[config.mk]
export PLATFORM = sky130hd
export DESIGN_NAME = asou_top
export DESIGN_NICKNAME = d
export VERILOG_FILES = /design/src/asou_pkg.sv /design/src/asou_alarm_chan.sv /design/src/asou_top.sv
export SDC_FILE = /design/constraint.sdc
export NUM_CORES = 2
export LEC_CHECK = 0
export ABC_AREA = 1
export ABC_CLOCK_PERIOD_IN_PS = 9900
export BUFFER_PORTS_ARGS = -buffer_cell sky130_fd_sc_hd__buf_2
export CORE_MARGIN = 5
export CORE_UTILIZATION = 66
export CTS_CLUSTER_DIAMETER = 120
export DETAILED_ROUTE_END_ITERATION = 10
export PLACE_DENSITY = 0.89
export SLEW_MARGIN = 25
export SYNTH_ARGS = -nofsm -noshare
export SYNTH_HDL_FRONTEND = slang
export SYNTH_SLANG_ARGS = --single-unit
export TNS_END_PERCENT = 30
[constraint.sdc]
create_clock -name i_ref_clk -period 9.9 [get_ports i_ref_clk]
set_input_delay 0.495 -clock i_ref_clk [delete_from_list [all_inputs] [get_ports i_ref_clk]]
set_output_delay 0.495 -clock i_ref_clk [all_outputs]
set_load 0.03 [all_outputs]
[src/asou_pkg.sv]
// Constants, field positions and reset values of the alarm, status and offset unit.
// Assumes a host-side serial port decoder that delivers register indices and 16-bit words.
package asou_pkg;
	// Register indices
	localparam logic [3:0] IDX_X_ACCEL_NULL = 4'h0;
	localparam logic [3:0] IDX_Y_ACCEL_NULL = 4'h1;
	localparam logic [3:0] IDX_X_TILT_NULL = 4'h2;
	localparam logic [3:0] IDX_Y_TILT_NULL = 4'h3;
	localparam logic [3:0] IDX_ROTATION_OFFSET_NULL = 4'h4;
	localparam logic [3:0] IDX_ALARM_CFG = 4'h5;
	localparam logic [3:0] IDX_ALARM_ONE_THR = 4'h6;
	localparam logic [3:0] IDX_ALARM_TWO_THR = 4'h7;
	localparam logic [3:0] IDX_ALARM_ONE_CNT = 4'h8;
	localparam logic [3:0] IDX_ALARM_TWO_CNT = 4'h9;
	localparam logic [3:0] IDX_ERROR_FLAGS = 4'hA;
	localparam logic [3:0] IDX_COMMAND = 4'hB;
	// Write masks and reset values
	localparam logic [15:0] NULL_MASK = 16'h3FFF;
	localparam logic [15:0] THR_MASK = 16'hBFFF;
	localparam logic [15:0] CNT_MASK = 16'h00FF;
	localparam logic [15:0] CFG_MASK = 16'hFF7F;
	localparam logic [15:0] NULL_RESET = 16'h0000;
	localparam logic [15:0] THR_RESET = 16'h0000;
	localparam logic [15:0] CNT_RESET = 16'h0001;
	localparam logic [15:0] CFG_RESET = 16'h0000;
	localparam logic [15:0] STATUS_RESET = 16'h0000;
	// Field positions
	localparam int THR_GT_BIT = 15;
	localparam int CFG_SRC_TWO_LSB = 12;
	localparam int CFG_SRC_ONE_LSB = 8;
	localparam int CFG_RATE_TWO_BIT = 6;
	localparam int CFG_RATE_ONE_BIT = 5;
	localparam int CFG_FILT_TWO_BIT = 4;
	localparam int CFG_FILT_ONE_BIT = 3;
	localparam int CFG_IND_EN_BIT = 2;
	localparam int CFG_IND_POL_BIT = 1;
	localparam int CFG_IND_SEL_BIT = 0;
	localparam int ST_ALARM_TWO_BIT = 9;
	localparam int ST_ALARM_ONE_BIT = 8;
	localparam int ST_SELFTEST_BIT = 5;
	localparam int ST_LINK_BIT = 3;
	localparam int ST_FLASH_BIT = 2;
	localparam int ST_SUPPLY_HIGH_BIT = 1;
	localparam int ST_SUPPLY_LOW_BIT = 0;
	localparam int CMD_CLEAR_BIT = 4;
	localparam int CMD_RESTORE_BIT = 1;
	// Source codes
	localparam logic [3:0] SRC_DISABLED = 4'h0;
	localparam logic [3:0] SRC_SUPPLY = 4'h1;
	localparam logic [3:0] SRC_X_TILT = 4'h6;
	localparam logic [3:0] SRC_Y_TILT = 4'h7;
	localparam logic [3:0] SRC_ROTATION = 4'h8;
	// Supply limits in supply-output codes: 3.625 V and 2.975 V
	localparam logic [13:0] SUPPLY_HIGH_CODE = 14'h0E80;
	localparam logic [13:0] SUPPLY_LOW_CODE = 14'h0BE6;
endpackage

[src/asou_alarm_chan.sv]
// One alarm comparator channel: static or rate-of-change evaluation of one source.
// Assumes a one-cycle sample strobe and a value already selected and filtered upstream.
`timescale 1ns/1ns
module asou_alarm_chan (
	input wire logic i_ref_clk, // System clock
	input wire logic i_resetn, // Async reset, active low
	input wire logic i_sample, // New output sample strobe
	input wire logic [13:0] i_value, // Selected sample value
	input wire logic i_enable, // Source not disabled
	input wire logic i_rate_mode, // Rate-of-change evaluation
	input wire logic [15:0] i_thresh, // Threshold register
	input wire logic [7:0] i_count, // Sample count field
	output logic o_active, // Latest comparison result
	output logic o_eval // Pulse: result refreshed
);
	typedef struct packed {
		logic [13:0] prev;
		logic have_prev;
		logic signed [24:0] acc;
		logic [7:0] cnt;
		logic active;
		logic eval;
	} asou_chan_t;

	asou_chan_t st_reg;
	asou_chan_t st_next;
	logic [7:0] n_eff;
	logic signed [24:0] diff;
	logic signed [24:0] sum;
	logic signed [24:0] lim;

	// Compare in threshold polarity
	function automatic logic trip(input logic gt, input logic signed [24:0] a, input logic signed [24:0] b);
		trip = gt ? (a > b) : (a < b);
	endfunction

	// Effective count and window arithmetic
	always_comb begin
		n_eff = (i_count <= 8'h01) ? 8'h01 : i_count;
		diff = 25'($signed(i_value)) - 25'($signed(st_reg.prev));
		sum = st_reg.acc + diff;
		lim = 25'($signed(i_thresh[13:0])) * 25'($signed({1'b0, n_eff}));
	end

	// Evaluation per sample
	always_comb begin
		st_next = st_reg;
		st_next.eval = 1'b0;
		if (!i_enable) begin
			st_next = '0;
		end else if (i_sample) begin
			if (!i_rate_mode) begin
				st_next.active = trip(i_thresh[asou_pkg::THR_GT_BIT], 25'($signed(i_value)),
					25'($signed(i_thresh[13:0])));
				st_next.eval = 1'b1;
				st_next.have_prev = 1'b0;
				st_next.acc = '0;
				st_next.cnt = 8'h00;
			end else if (!st_reg.have_prev) begin
				st_next.prev = i_value;
				st_next.have_prev = 1'b1;
				st_next.acc = '0;
				st_next.cnt = 8'h00;
			end else begin
				st_next.prev = i_value;
				if (st_reg.cnt + 8'h01 >= n_eff) begin
					// Mean of differences vs threshold, scaled by count to avoid division
					st_next.active = trip(i_thresh[asou_pkg::THR_GT_BIT], sum, lim);
					st_next.eval = 1'b1;
					st_next.acc = '0;
					st_next.cnt = 8'h00;
				end else begin
					st_next.acc = sum;
					st_next.cnt = st_reg.cnt + 8'h01;
				end
			end
		end
	end

	// State register
	always_ff @(posedge i_ref_clk or negedge i_resetn) begin
		if (!i_resetn) begin
			st_reg <= '0;
		end else begin
			st_reg <= st_next;
		end
	end

	assign o_active = st_reg.active;
	assign o_eval = st_reg.eval;

	a_static_compare: assert property (@(posedge i_ref_clk) disable iff (!i_resetn)
		i_enable && !i_rate_mode && i_sample |=> o_eval && (o_active == ($past(i_thresh[15]) ?
		($signed($past(i_value)) > $signed($past(i_thresh[13:0]))) :
		($signed($past(i_value)) < $signed($past(i_thresh[13:0]))))))
		else $error("static alarm result wrong");
	a_disabled_idle: assert property (@(posedge i_ref_clk) disable iff (!i_resetn)
		!i_enable |=> !o_active && !o_eval)
		else $error("disabled channel not idle");
	a_count_one: assert property (@(posedge i_ref_clk) disable iff (!i_resetn)
		i_enable && i_rate_mode && i_count <= 8'h01 && i_sample && st_reg.have_prev |=> o_eval)
		else $error("count of one did not evaluate each sample");
	c_rate_trip: cover property (@(posedge i_ref_clk) disable iff (!i_resetn)
		i_rate_mode && o_eval && o_active);
endmodule

[src/asou_top.sv]
// Alarm, status and offset-null register unit of a dual-axis inclinometer.
// Assumes a serial port decoder on the same clock delivering index, data and strobes,
// and a sampling engine giving a one-cycle sample strobe with raw and filtered data.
`timescale 1ns/1ns
module asou_top (
	input wire logic i_ref_clk, // 100 MHz clock
	input wire logic i_resetn, // Async reset, active low
	input wire logic i_reg_wr, // Register write strobe
	input wire logic i_reg_rd, // Register read strobe
	input wire logic [3:0] i_reg_idx, // Register index
	input wire logic [15:0] i_reg_wdata, // Write data
	output logic [15:0] o_reg_rdata, // Read data, one cycle after strobe
	input wire logic i_sample_valid, // New output sample
	input wire logic [8:0][13:0] i_raw_data, // Unfiltered data by source code
	input wire logic [8:0][13:0] i_filt_data, // Filtered data by source code
	input wire logic i_selftest_err, // Self-test error event
	input wire logic i_link_err, // Serial link error event
	input wire logic i_flash_err, // Flash update failed event
	output logic [13:0] o_x_accel_offset_null, // Offset value
	output logic [13:0] o_y_accel_offset_null, // Offset value
	output logic [13:0] o_x_tilt_offset_null, // Offset value
	output logic [13:0] o_y_tilt_offset_null, // Offset value
	output logic [13:0] o_rotation_offset_null, // Offset value
	output logic o_first_general_line, // Indicator level
	output logic o_first_general_line_oe, // Indicator drives line
	output logic o_second_general_line, // Indicator level
	output logic o_second_general_line_oe // Indicator drives line
);
	typedef struct packed {
		logic [4:0][13:0] nulls;
		logic [15:0] cfg;
		logic [1:0][15:0] thr;
		logic [1:0][7:0] cnt;
		logic [15:0] status;
		logic [15:0] rdata;
		logic [1:0] line_out;
		logic [1:0] line_oe;
	} asou_state_t;

	asou_state_t st_reg;
	asou_state_t st_next;
	logic [1:0] ch_active;
	logic [1:0] ch_eval;
	logic [1:0][13:0] ch_value;
	logic [1:0][3:0] ch_src;
	logic [1:0] ch_enable;
	logic [1:0] ch_rate;
	logic [1:0] ch_filt;
	logic wr_cmd_clear;
	logic ind_level;

	// Angle sources always use filtered data
	function automatic logic is_angle(input logic [3:0] src);
		is_angle = (src == asou_pkg::SRC_X_TILT) || (src == asou_pkg::SRC_Y_TILT) ||
			(src == asou_pkg::SRC_ROTATION);
	endfunction

	// Value seen by a channel for a source and filter choice
	function automatic logic [13:0] pick(input logic [3:0] src, input logic filt,
		input logic [8:0][13:0] raw, input logic [8:0][13:0] flt);
		logic [3:0] s;
		s = (src > asou_pkg::SRC_ROTATION) ? asou_pkg::SRC_DISABLED : src;
		pick = (filt || is_angle(s)) ? flt[s] : raw[s];
	endfunction

	// Per-channel configuration decode
	always_comb begin
		ch_src[0] = st_reg.cfg[asou_pkg::CFG_SRC_ONE_LSB +: 4];
		ch_src[1] = st_reg.cfg[asou_pkg::CFG_SRC_TWO_LSB +: 4];
		ch_rate[0] = st_reg.cfg[asou_pkg::CFG_RATE_ONE_BIT];
		ch_rate[1] = st_reg.cfg[asou_pkg::CFG_RATE_TWO_BIT];
		ch_filt[0] = st_reg.cfg[asou_pkg::CFG_FILT_ONE_BIT];
		ch_filt[1] = st_reg.cfg[asou_pkg::CFG_FILT_TWO_BIT];
		for (int i = 0; i < 2; i++) begin
			ch_enable[i] = (ch_src[i] != asou_pkg::SRC_DISABLED) && (ch_src[i] <= asou_pkg::SRC_ROTATION);
			ch_value[i] = pick(ch_src[i], ch_filt[i], i_raw_data, i_filt_data);
		end
		wr_cmd_clear = i_reg_wr && (i_reg_idx == asou_pkg::IDX_COMMAND) &&
			i_reg_wdata[asou_pkg::CMD_CLEAR_BIT];
		ind_level = (ch_active[0] || ch_active[1]) ~^ st_reg.cfg[asou_pkg::CFG_IND_POL_BIT];
	end

	// Two independent comparator channels
	asou_alarm_chan u_chan_one (
		.i_ref_clk(i_ref_clk),
		.i_resetn(i_resetn),
		.i_sample(i_sample_valid),
		.i_value(ch_value[0]),
		.i_enable(ch_enable[0]),
		.i_rate_mode(ch_rate[0]),
		.i_thresh(st_reg.thr[0]),
		.i_count(st_reg.cnt[0]),
		.o_active(ch_active[0]),
		.o_eval(ch_eval[0])
	);
	asou_alarm_chan u_chan_two (
		.i_ref_clk(i_ref_clk),
		.i_resetn(i_resetn),
		.i_sample(i_sample_valid),
		.i_value(ch_value[1]),
		.i_enable(ch_enable[1]),
		.i_rate_mode(ch_rate[1]),
		.i_thresh(st_reg.thr[1]),
		.i_count(st_reg.cnt[1]),
		.o_active(ch_active[1]),
		.o_eval(ch_eval[1])
	);

	// Register writes, status flags, read data and indicator lines
	always_comb begin
		st_next = st_reg;
		// Host writes
		if (i_reg_wr) begin
			case (i_reg_idx)
				asou_pkg::IDX_X_ACCEL_NULL: st_next.nulls[0] = i_reg_wdata[13:0];
				asou_pkg::IDX_Y_ACCEL_NULL: st_next.nulls[1] = i_reg_wdata[13:0];
				asou_pkg::IDX_X_TILT_NULL: st_next.nulls[2] = i_reg_wdata[13:0];
				asou_pkg::IDX_Y_TILT_NULL: st_next.nulls[3] = i_reg_wdata[13:0];
				asou_pkg::IDX_ROTATION_OFFSET_NULL: st_next.nulls[4] = i_reg_wdata[13:0];
				asou_pkg::IDX_ALARM_CFG: st_next.cfg = i_reg_wdata & asou_pkg::CFG_MASK;
				asou_pkg::IDX_ALARM_ONE_THR: st_next.thr[0] = i_reg_wdata & asou_pkg::THR_MASK;
				asou_pkg::IDX_ALARM_TWO_THR: st_next.thr[1] = i_reg_wdata & asou_pkg::THR_MASK;
				asou_pkg::IDX_ALARM_ONE_CNT: st_next.cnt[0] = i_reg_wdata[7:0];
				asou_pkg::IDX_ALARM_TWO_CNT: st_next.cnt[1] = i_reg_wdata[7:0];
				asou_pkg::IDX_COMMAND: begin
					if (i_reg_wdata[asou_pkg::CMD_RESTORE_BIT]) begin
						st_next.nulls = {5{asou_pkg::NULL_RESET[13:0]}};
					end
				end
				default: st_next.cfg = st_reg.cfg;
			endcase
		end
		// Clears first, so events below win over them
		if (wr_cmd_clear) begin
			st_next.status = asou_pkg::STATUS_RESET;
		end
		if (i_reg_rd && (i_reg_idx == asou_pkg::IDX_ERROR_FLAGS)) begin
			st_next.status[asou_pkg::ST_FLASH_BIT] = 1'b0;
		end
		// Sticky error events
		if (i_selftest_err) begin
			st_next.status[asou_pkg::ST_SELFTEST_BIT] = 1'b1;
		end
		if (i_link_err) begin
			st_next.status[asou_pkg::ST_LINK_BIT] = 1'b1;
		end
		if (i_flash_err) begin
			st_next.status[asou_pkg::ST_FLASH_BIT] = 1'b1;
		end
		// Supply levels, refreshed every sample from filtered supply
		if (i_sample_valid) begin
			st_next.status[asou_pkg::ST_SUPPLY_HIGH_BIT] =
				i_filt_data[asou_pkg::SRC_SUPPLY] > asou_pkg::SUPPLY_HIGH_CODE;
			st_next.status[asou_pkg::ST_SUPPLY_LOW_BIT] =
				i_filt_data[asou_pkg::SRC_SUPPLY] < asou_pkg::SUPPLY_LOW_CODE;
		end
		// Alarm status follows each fresh result
		if (ch_eval[0] || !ch_enable[0]) begin
			st_next.status[asou_pkg::ST_ALARM_ONE_BIT] = ch_active[0];
		end
		if (ch_eval[1] || !ch_enable[1]) begin
			st_next.status[asou_pkg::ST_ALARM_TWO_BIT] = ch_active[1];
		end
		// Read data
		st_next.rdata = 16'h0000;
		if (i_reg_rd) begin
			case (i_reg_idx)
				asou_pkg::IDX_X_ACCEL_NULL: st_next.rdata = {2'b00, st_reg.nulls[0]};
				asou_pkg::IDX_Y_ACCEL_NULL: st_next.rdata = {2'b00, st_reg.nulls[1]};
				asou_pkg::IDX_X_TILT_NULL: st_next.rdata = {2'b00, st_reg.nulls[2]};
				asou_pkg::IDX_Y_TILT_NULL: st_next.rdata = {2'b00, st_reg.nulls[3]};
				asou_pkg::IDX_ROTATION_OFFSET_NULL: st_next.rdata = {2'b00, st_reg.nulls[4]};
				asou_pkg::IDX_ALARM_CFG: st_next.rdata = st_reg.cfg;
				asou_pkg::IDX_ALARM_ONE_THR: st_next.rdata = st_reg.thr[0];
				asou_pkg::IDX_ALARM_TWO_THR: st_next.rdata = st_reg.thr[1];
				asou_pkg::IDX_ALARM_ONE_CNT: st_next.rdata = {8'h00, st_reg.cnt[0]};
				asou_pkg::IDX_ALARM_TWO_CNT: st_next.rdata = {8'h00, st_reg.cnt[1]};
				asou_pkg::IDX_ERROR_FLAGS: st_next.rdata = st_reg.status;
				default: st_next.rdata = 16'h0000;
			endcase
		end
		// Indicator on the chosen general line
		st_next.line_out = 2'b00;
		st_next.line_oe = 2'b00;
		if (st_reg.cfg[asou_pkg::CFG_IND_EN_BIT]) begin
			st_next.line_oe[st_reg.cfg[asou_pkg::CFG_IND_SEL_BIT]] = 1'b1;
			st_next.line_out[st_reg.cfg[asou_pkg::CFG_IND_SEL_BIT]] = ind_level;
		end
	end

	// State register
	always_ff @(posedge i_ref_clk or negedge i_resetn) begin
		if (!i_resetn) begin
			st_reg.nulls <= {5{asou_pkg::NULL_RESET[13:0]}};
			st_reg.cfg <= asou_pkg::CFG_RESET;
			st_reg.thr <= {asou_pkg::THR_RESET, asou_pkg::THR_RESET};
			st_reg.cnt <= {asou_pkg::CNT_RESET[7:0], asou_pkg::CNT_RESET[7:0]};
			st_reg.status <= asou_pkg::STATUS_RESET;
			st_reg.rdata <= 16'h0000;
			st_reg.line_out <= 2'b00;
			st_reg.line_oe <= 2'b00;
		end else begin
			st_reg <= st_next;
		end
	end

	// Outputs straight from the state register
	assign o_reg_rdata = st_reg.rdata;
	assign o_x_accel_offset_null = st_reg.nulls[0];
	assign o_y_accel_offset_null = st_reg.nulls[1];
	assign o_x_tilt_offset_null = st_reg.nulls[2];
	assign o_y_tilt_offset_null = st_reg.nulls[3];
	assign o_rotation_offset_null = st_reg.nulls[4];
	assign o_first_general_line = st_reg.line_out[0];
	assign o_first_general_line_oe = st_reg.line_oe[0];
	assign o_second_general_line = st_reg.line_out[1];
	assign o_second_general_line_oe = st_reg.line_oe[1];

	a_null_readback: assert property (@(posedge i_ref_clk) disable iff (!i_resetn)
		i_reg_rd && i_reg_idx == asou_pkg::IDX_X_ACCEL_NULL
		|=> o_reg_rdata == {2'b00, $past(o_x_accel_offset_null)})
		else $error("offset readback wrong");
	// A disabled channel may still show its last result for one cycle, so exclude that case
	a_status_clear: assert property (@(posedge i_ref_clk) disable iff (!i_resetn)
		wr_cmd_clear && !i_selftest_err && !i_link_err && !i_flash_err && !i_sample_valid
		&& !ch_eval[0] && !ch_eval[1] && (ch_active & ~ch_enable) == 2'b00
		|=> st_reg.status == 16'h0000)
		else $error("status not cleared by command");
	a_flash_read_clear: assert property (@(posedge i_ref_clk) disable iff (!i_resetn)
		i_reg_rd && i_reg_idx == asou_pkg::IDX_ERROR_FLAGS && !i_flash_err
		|=> !st_reg.status[asou_pkg::ST_FLASH_BIT])
		else $error("flash flag not cleared by status read");
	a_selftest_set: assert property (@(posedge i_ref_clk) disable iff (!i_resetn)
		i_selftest_err |=> st_reg.status[asou_pkg::ST_SELFTEST_BIT])
		else $error("self-test flag lost");
	a_link_set: assert property (@(posedge i_ref_clk) disable iff (!i_resetn)
		i_link_err ##1 !wr_cmd_clear |=> st_reg.status[asou_pkg::ST_LINK_BIT])
		else $error("link flag lost");
	a_supply_low: assert property (@(posedge i_ref_clk) disable iff (!i_resetn)
		i_sample_valid |=> st_reg.status[asou_pkg::ST_SUPPLY_LOW_BIT] ==
		($past(i_filt_data[asou_pkg::SRC_SUPPLY]) < asou_pkg::SUPPLY_LOW_CODE))
		else $error("low supply flag wrong");
	a_supply_high: assert property (@(posedge i_ref_clk) disable iff (!i_resetn)
		i_sample_valid |=> st_reg.status[asou_pkg::ST_SUPPLY_HIGH_BIT] ==
		($past(i_filt_data[asou_pkg::SRC_SUPPLY]) > asou_pkg::SUPPLY_HIGH_CODE))
		else $error("high supply flag wrong");
	a_line_select: assert property (@(posedge i_ref_clk) disable iff (!i_resetn)
		st_reg.cfg[asou_pkg::CFG_IND_EN_BIT] && !st_reg.cfg[asou_pkg::CFG_IND_SEL_BIT] && !i_reg_wr
		|=> o_first_general_line_oe && !o_second_general_line_oe)
		else $error("indicator on wrong line");
	a_alarm_status: assert property (@(posedge i_ref_clk) disable iff (!i_resetn)
		ch_eval[0] |=> st_reg.status[asou_pkg::ST_ALARM_ONE_BIT] == $past(ch_active[0]))
		else $error("alarm one status stale");
	c_alarm_line: cover property (@(posedge i_ref_clk) disable iff (!i_resetn)
		st_reg.status[9] && o_second_general_line_oe);
	c_clear_then_set: cover property (@(posedge i_ref_clk) disable iff (!i_resetn)
		wr_cmd_clear && i_flash_err);
	c_both_alarms: cover property (@(posedge i_ref_clk) disable iff (!i_resetn)
		st_reg.status[9:8] == 2'b11);
endmodule

== Yosys cells after proc, flatten, opt, wreduce, memory -nomap -nowiden ==
Index checks and enable logic that the tools add are counted.

* Input bits: 280
* Output and inout port bits: 90
* Word-level logic and storage cells: 187
* Register bits after elaboration: 258

* Multiplexer cells: 53
* Bitwise operators: 2
* Order comparisons: 22
* Eq/ne operators: 26
* Multipliers: 2
* Reductions and logical operators: 45
* Add/sub/neg operators: 6

{| class="wikitable"
|+ Operator list
! operator !! count
|-
| binary-select mux 14 bit (select 4 bit) || 4
|-
| 2-to-1 mux 50 bit || 4
|-
| case mux 16 bit (11 select lines) || 1
|-
| case mux 14 bit (2 select lines) || 5
|-
| 2-to-1 mux 33 bit || 4
|-
| 2-to-1 mux 14 bit || 8
|-
| 2-to-1 mux 36 bit || 2
|-
| 2-to-1 mux 70 bit || 1
|-
| adder 25 bit || 2
|-
| > comparator 25 bit || 2
|-
| < comparator 25 bit || 2
|-
| multiplier 14 x 9 -> 23 bit || 2
|-
| == test 4 x 3 -> 1 bit, second input constant || 8
|-
| subtractor 14 x 14 -> 15 bit || 2
|-
| > comparator 14 bit || 2
|-
| < comparator 14 bit || 2
|-
| == test 4 bit, second input constant || 6
|-
| AND reduction 3 bit || 7
|-
| nonzero test 2 bit || 10
|-
| adder 8 x 1 -> 8 bit, second input constant || 2
|-
| greater-or-equal comparator 8 bit || 2
|-
| <= comparator 8 x 1 -> 1 bit, second input constant || 2
|-
| 2-to-1 mux 16 bit || 1
|-
| 2-to-1 mux 8 bit || 2
|-
| other kinds (25) || 73
|}

== Logic depth before layout (Yosys ltp) ==
* Word-level depth: 16
* Depth in mapped cells: 52
* Gate-level depth less buffers: 51

== Cells and area by module ==
A second synthesis with hierarchy kept.

* Cells, all modules: 4548
* Area total of the unflattened synthesis: 31559.0 um^2

{| class="wikitable"
|+ By module, submodules not included
! module !! seq. area each (um^2) !! times used !! area an instance (um^2) !! cells an instance
|-
| asou_top || 3956.3 || 1 || 12169.2 || 1913
|-
| asou_alarm_chan at u_chan_one || 1251.2 || 1 || 9695.5 || 1320
|-
| asou_alarm_chan at u_chan_two || 1251.2 || 1 || 9694.3 || 1315
|}

== Worst setup path after synthesis ==
No wires, ideal clock.

* Path kind: register -> register
* Start point: register st_reg, in the netlist ch_src[0]
* End point: register u_chan_one.st_reg, in the netlist u_chan_one.o_active
* Path slack: 3640 ps
* Data required time: 9784 ps
* Arrival: 6143 ps
* Cell stages (with the launch flop): 45
* Buffers on the path: 1
* Clock period less this slack: 6260 ps
* Setup time: 116 ps
* Path through: dfrtp_1 -> nor2_2 -> nand3_4 -> nand2_4 -> nand2_4 -> inv_2 -> nand2_2 -> buf_6 -> o221ai_1 -> o211ai_1 -> a21oi_1 -> a21oi_2 -> ha_1 -> fa_1 -> inv_1 -> a31oi_1 -> o211ai_1 -> a21boi_1 -> [9 not listed] -> nand3_1 -> nand3_1 -> nand3_1 -> nand2_1 -> nand3_1 -> nand2_1 -> xnor2_1 -> xor2_1 -> ha_1 -> nand4_1 -> inv_1 -> nand2_1 -> nor4b_1 -> a21oi_1 -> nand3_1 -> nand3_1 -> nand2_1 -> nand2_1

* Cells in the longest elaborated chain, start to end: 16
* Elaborated cells on any way between the ends: 33
* Classes of those cells: add/sub (2); order compare (6); eq/ne (6); mux (13); reduce/logical (6)

{| class="wikitable"
|+ RTL lines
! what !! RTL line !! text
|-
| start, declared || asou_top.sv:40 || <nowiki>asou_state_t st_reg;</nowiki>
|-
| start signal, assigned || asou_top.sv:203 || <nowiki>st_reg <= st_next;</nowiki>
|-
| branches (longest 16 deep; another with adder 25 bit) || -- ||
|-
| end signal, assigned || asou_alarm_chan.sv:85 || <nowiki>st_reg <= st_next;</nowiki>
|-
| end, declared || asou_alarm_chan.sv:25 || <nowiki>asou_chan_t st_reg;</nowiki>
|}

Several ways; the timed one is not identified. The select of a mux whose other input is x is not followed.
A chain may end at the register's enable or synchronous reset.

== Worst setup path after layout ==
Same ends and word-level chain as after synthesis.

==> summary.md <==
| Metric | Value |
|---|---|
| Root buf cell | clkbuf_16 |
| Syn nets | ~4900 |
| Met1 usage | 0.515 |
| Kind of critical path | register to register |
| Port buffer count | around 360 |
| Top cells by instance count after synthesis | nand2_1 (947), inv_1 (856), ha_1 (264) |
| Min Hold Slack | -0.0269 ns |
| # setup viols final | 0 |
| Final Cell Area | between 30000 and 40000 um2 |
| Post-synth top area cell | dfrtp_1 |
| Synth unique cells | between 60 and 70 |
| Outcome | finished, violations left |
| Clock Skews | roughly 0.018 ns |
| GR peak layer | met2 |
| Worst-skew pair later-pin latency | 0.60 ns |
| Placed Area | around 31000 um2 |
| Tot Pwr | 10.3 mW |
| Top cell type's share of synthesized area | 0.213 |
| Post-Synthesis Cells | 4188 |
| Die Area | between 40000 and 50000 um2 |
| Most frequent cell after synthesis | nand2_1 |
| Worst EP required | 10.38 ns |
| Critical Path Max Stage Delay | ~0.54 ns |
| DR pass1 iterations | 7 |
| Initial antenna violation count | 12 |
| Vias in the first global route | ~30000 |
| First-pass GRT wire length | around 160000 um |
| Pwr dens | roughly 320 nW/um2 |
| VDD IR-drop max | between 0.3 and 0.4 mV |
| Pre-CTS worst setup slack | roughly 1.6 ns |
| Gp weighted congestion | between 1 and 1.5 |
| Post_cts resized | 0 |
| Final Hold Fails | 18 |
| DRT iter0 DRCs | around 4000 |
| Clk sinks | 258 |
| CP dominant cell by count | nand2_1 |
| Worst min-delay path class | primary input to asynchronous set/reset pin |
| Critical path fanouts, max | 35 |
| Finished Layout Cells | about 5000 |
| Fin nets | about 5000 |
| Synth Register Bits | 258 |
| Fmax | roughly 110 MHz |
| Failing checks | hold timing |
| Slew Limit Fails | 0 |
| RSZ-0062 raised after global routing | no |
| Total Routing Usage GR | 0.404 |
| Starting Density | 0.665 |
| Pin count of the biggest net entering global routing | 120 |
| Core ar. | 45200 um2 |
| Ys flop type | dfrtp_1 |
| Max clock buf depth | 3 |
| Worst Setup End Kind | register |
| DRC | 0 |
| Slew margin rel. | 0.371 |
| Layout area overhead | 8.13% |
| Synth Area per Inst | 7.17 um2 |
| Crit path time final | approximately 8.7 ns |
| DIE WIDTH | roughly 220 um |
| Mapped Area | roughly 30000 um2 |
| Vias | between 30000 and 40000 |
| CTS H-tree depth | 1 |
| Routed wire length | roughly 100000 um |
| Worst setup SP type | register |
| Pleak | approximately 18 nW |
| Worst slew pin tran | between 0.9 and 1 ns |
| Vias per Instance | approximately 6 |
| Wire per inst | between 20 and 25 um |
| Top cells by area, synth | dfrtp_1 (21%), fa_1 (12%), nand2_1 (12%) |
| CTS hold repair buffers | 0 |
| Ports | between 300 and 400 |
| Setup WS post-layout | about 1.2 ns |
| Cells after DPL | a little under 5000 |
| Worst Path Arrival | slightly above 9 ns |
| Antenna-violating nets left | 0 |
| Max-cap violation count | 0 |
| Final setup TNS | 0 ns |
| Remaining Overflow, GRT | 0 |
| Share of cells above drive strength 1 | 0.112 |
| CP max-delay cell | dfrtp_1 |
| Number of flops mapped to enable cells by yosys | 0 |
| Fraction of registers with async set/reset | 1.00 |
| Sequential area share after synthesis | 0.215 |
| TritonCTS clock tree | yes |
| Die Span Y | around 220 um |
| Tcrit/Tclk final | 0.882 |
| Met3 usage | 0.119 |
| Row Count | roughly 80 |
| Final HPWL DP | just over 80000 um |
| GR Util met2 | 0.634 |
| CTS Buf Count | 29 |
| Max reg flops | between 50 and 60 |
| Clock transition at path regs | ~0.070 ns |
| Setup Buffers After CTS | 0 |
| Yosys warnings | 0 |
per-layer routing:
layer | wire, um | share of wire
met3 | 13300 | 0.13
met2 | 46300 | 0.45
met1 | 37400 | 0.36
met5 | 159 | 0.0015
met4 | 6430 | 0.062
cells in the final DEF, fill, tap and decap left out, drive strengths merged, types with 24 or more instances in the layout:
cell     instances
nand2          955
inv            873
buf            383
o21ai          278
ha             264
dfrtp          256
nor2           250
a21oi          238
fa             184
nand3          109
xor2            77
o22ai           57
o211ai          53
xnor2           45
a22o            37
clkbuf          37
o221ai          34
nand4           28
o2111ai         24
o21a            24
through the flow:
| step | utilization | hold WS (ns) |
|---|---|---|
| 2_1_floorplan | - | 0.199 |
| 3_3_place_gp | 0.695 | 0.466 |
| 3_5_place_dp | 0.695 | 0.485 |
| 4_1_cts | 0.718 | 0.0206 |
| 5_1_grt | 0.719 | 0.0519 |
| 6_report | 0.719 | -0.0269 |
report_power, final:
group	switching (mW)	total (mW)	internal, mW
registers	0.292	1.52	1.23
logic	4.86	7.63	2.77
clock network	0.499	1.18	0.684
worst paths after layout:
| check | start | cells after the start | slack, ns | end |
|---|---|---|---|---|
| worst max-delay path | ch_src[0] | 43 | 1.16 | u_chan_one.o_active |
| worst min-delay path | i_resetn | 1 | -0.03 | o_reg_rdata[0] |
| worst max register to register | ch_src[0] | 43 | 1.16 | u_chan_one.o_active |
| worst min register to register | u_chan_one.st_reg[30] | 1 | 0.50 | u_chan_one.st_reg[30] |
| max in group asynchronous | i_resetn | 3 | 7.51 | u_chan_two.st_reg[30] |
| min in group i_ref_clk | i_flash_err | 2 | 0.14 | st_reg[22] |
critical path, delay by kind of cell (launching register included):
| family | cells | cell delay [ns] |
|---|---|---|
| and+or+nand+nor | 22 | 3.51 |
| DFF | 1 | 0.54 |
| AOI/OAI and AO/OA | 10 | 2.02 |
| xor gates and xnor gates | 2 | 0.26 |
| buffers and inverters | 5 | 0.78 |
| adders and majority gates | 4 | 1.51 |
kinds of logic (layout without fill, tap and decap cells):
kind of cell	Yosys count	in the layout	synth area share
buffers and inverters	1122	1307	0.155
other	0	9	0
and+or+nand+nor	1374	1374	0.185
muxes	2	2	0.000708
xor gates and xnor gates	122	122	0.0356
AOI/OAI and AO/OA	862	862	0.177
adders and majority gates	448	448	0.233
DFF	258	258	0.215
area by class of cell:
type | count | area [um2]
repair buffers | 383 | 2000
multi-input cells | 2808 | 19000
diodes | 9 | 22.5
clock inverters | 15 | 208
fillers | 3577 | 12700
well taps | 600 | 751
inverters | 872 | 3270
clock buffers | 37 | 806
flip-flops and latches | 258 | 6460
No activity file was read; power rests on OpenSTA's default activity.
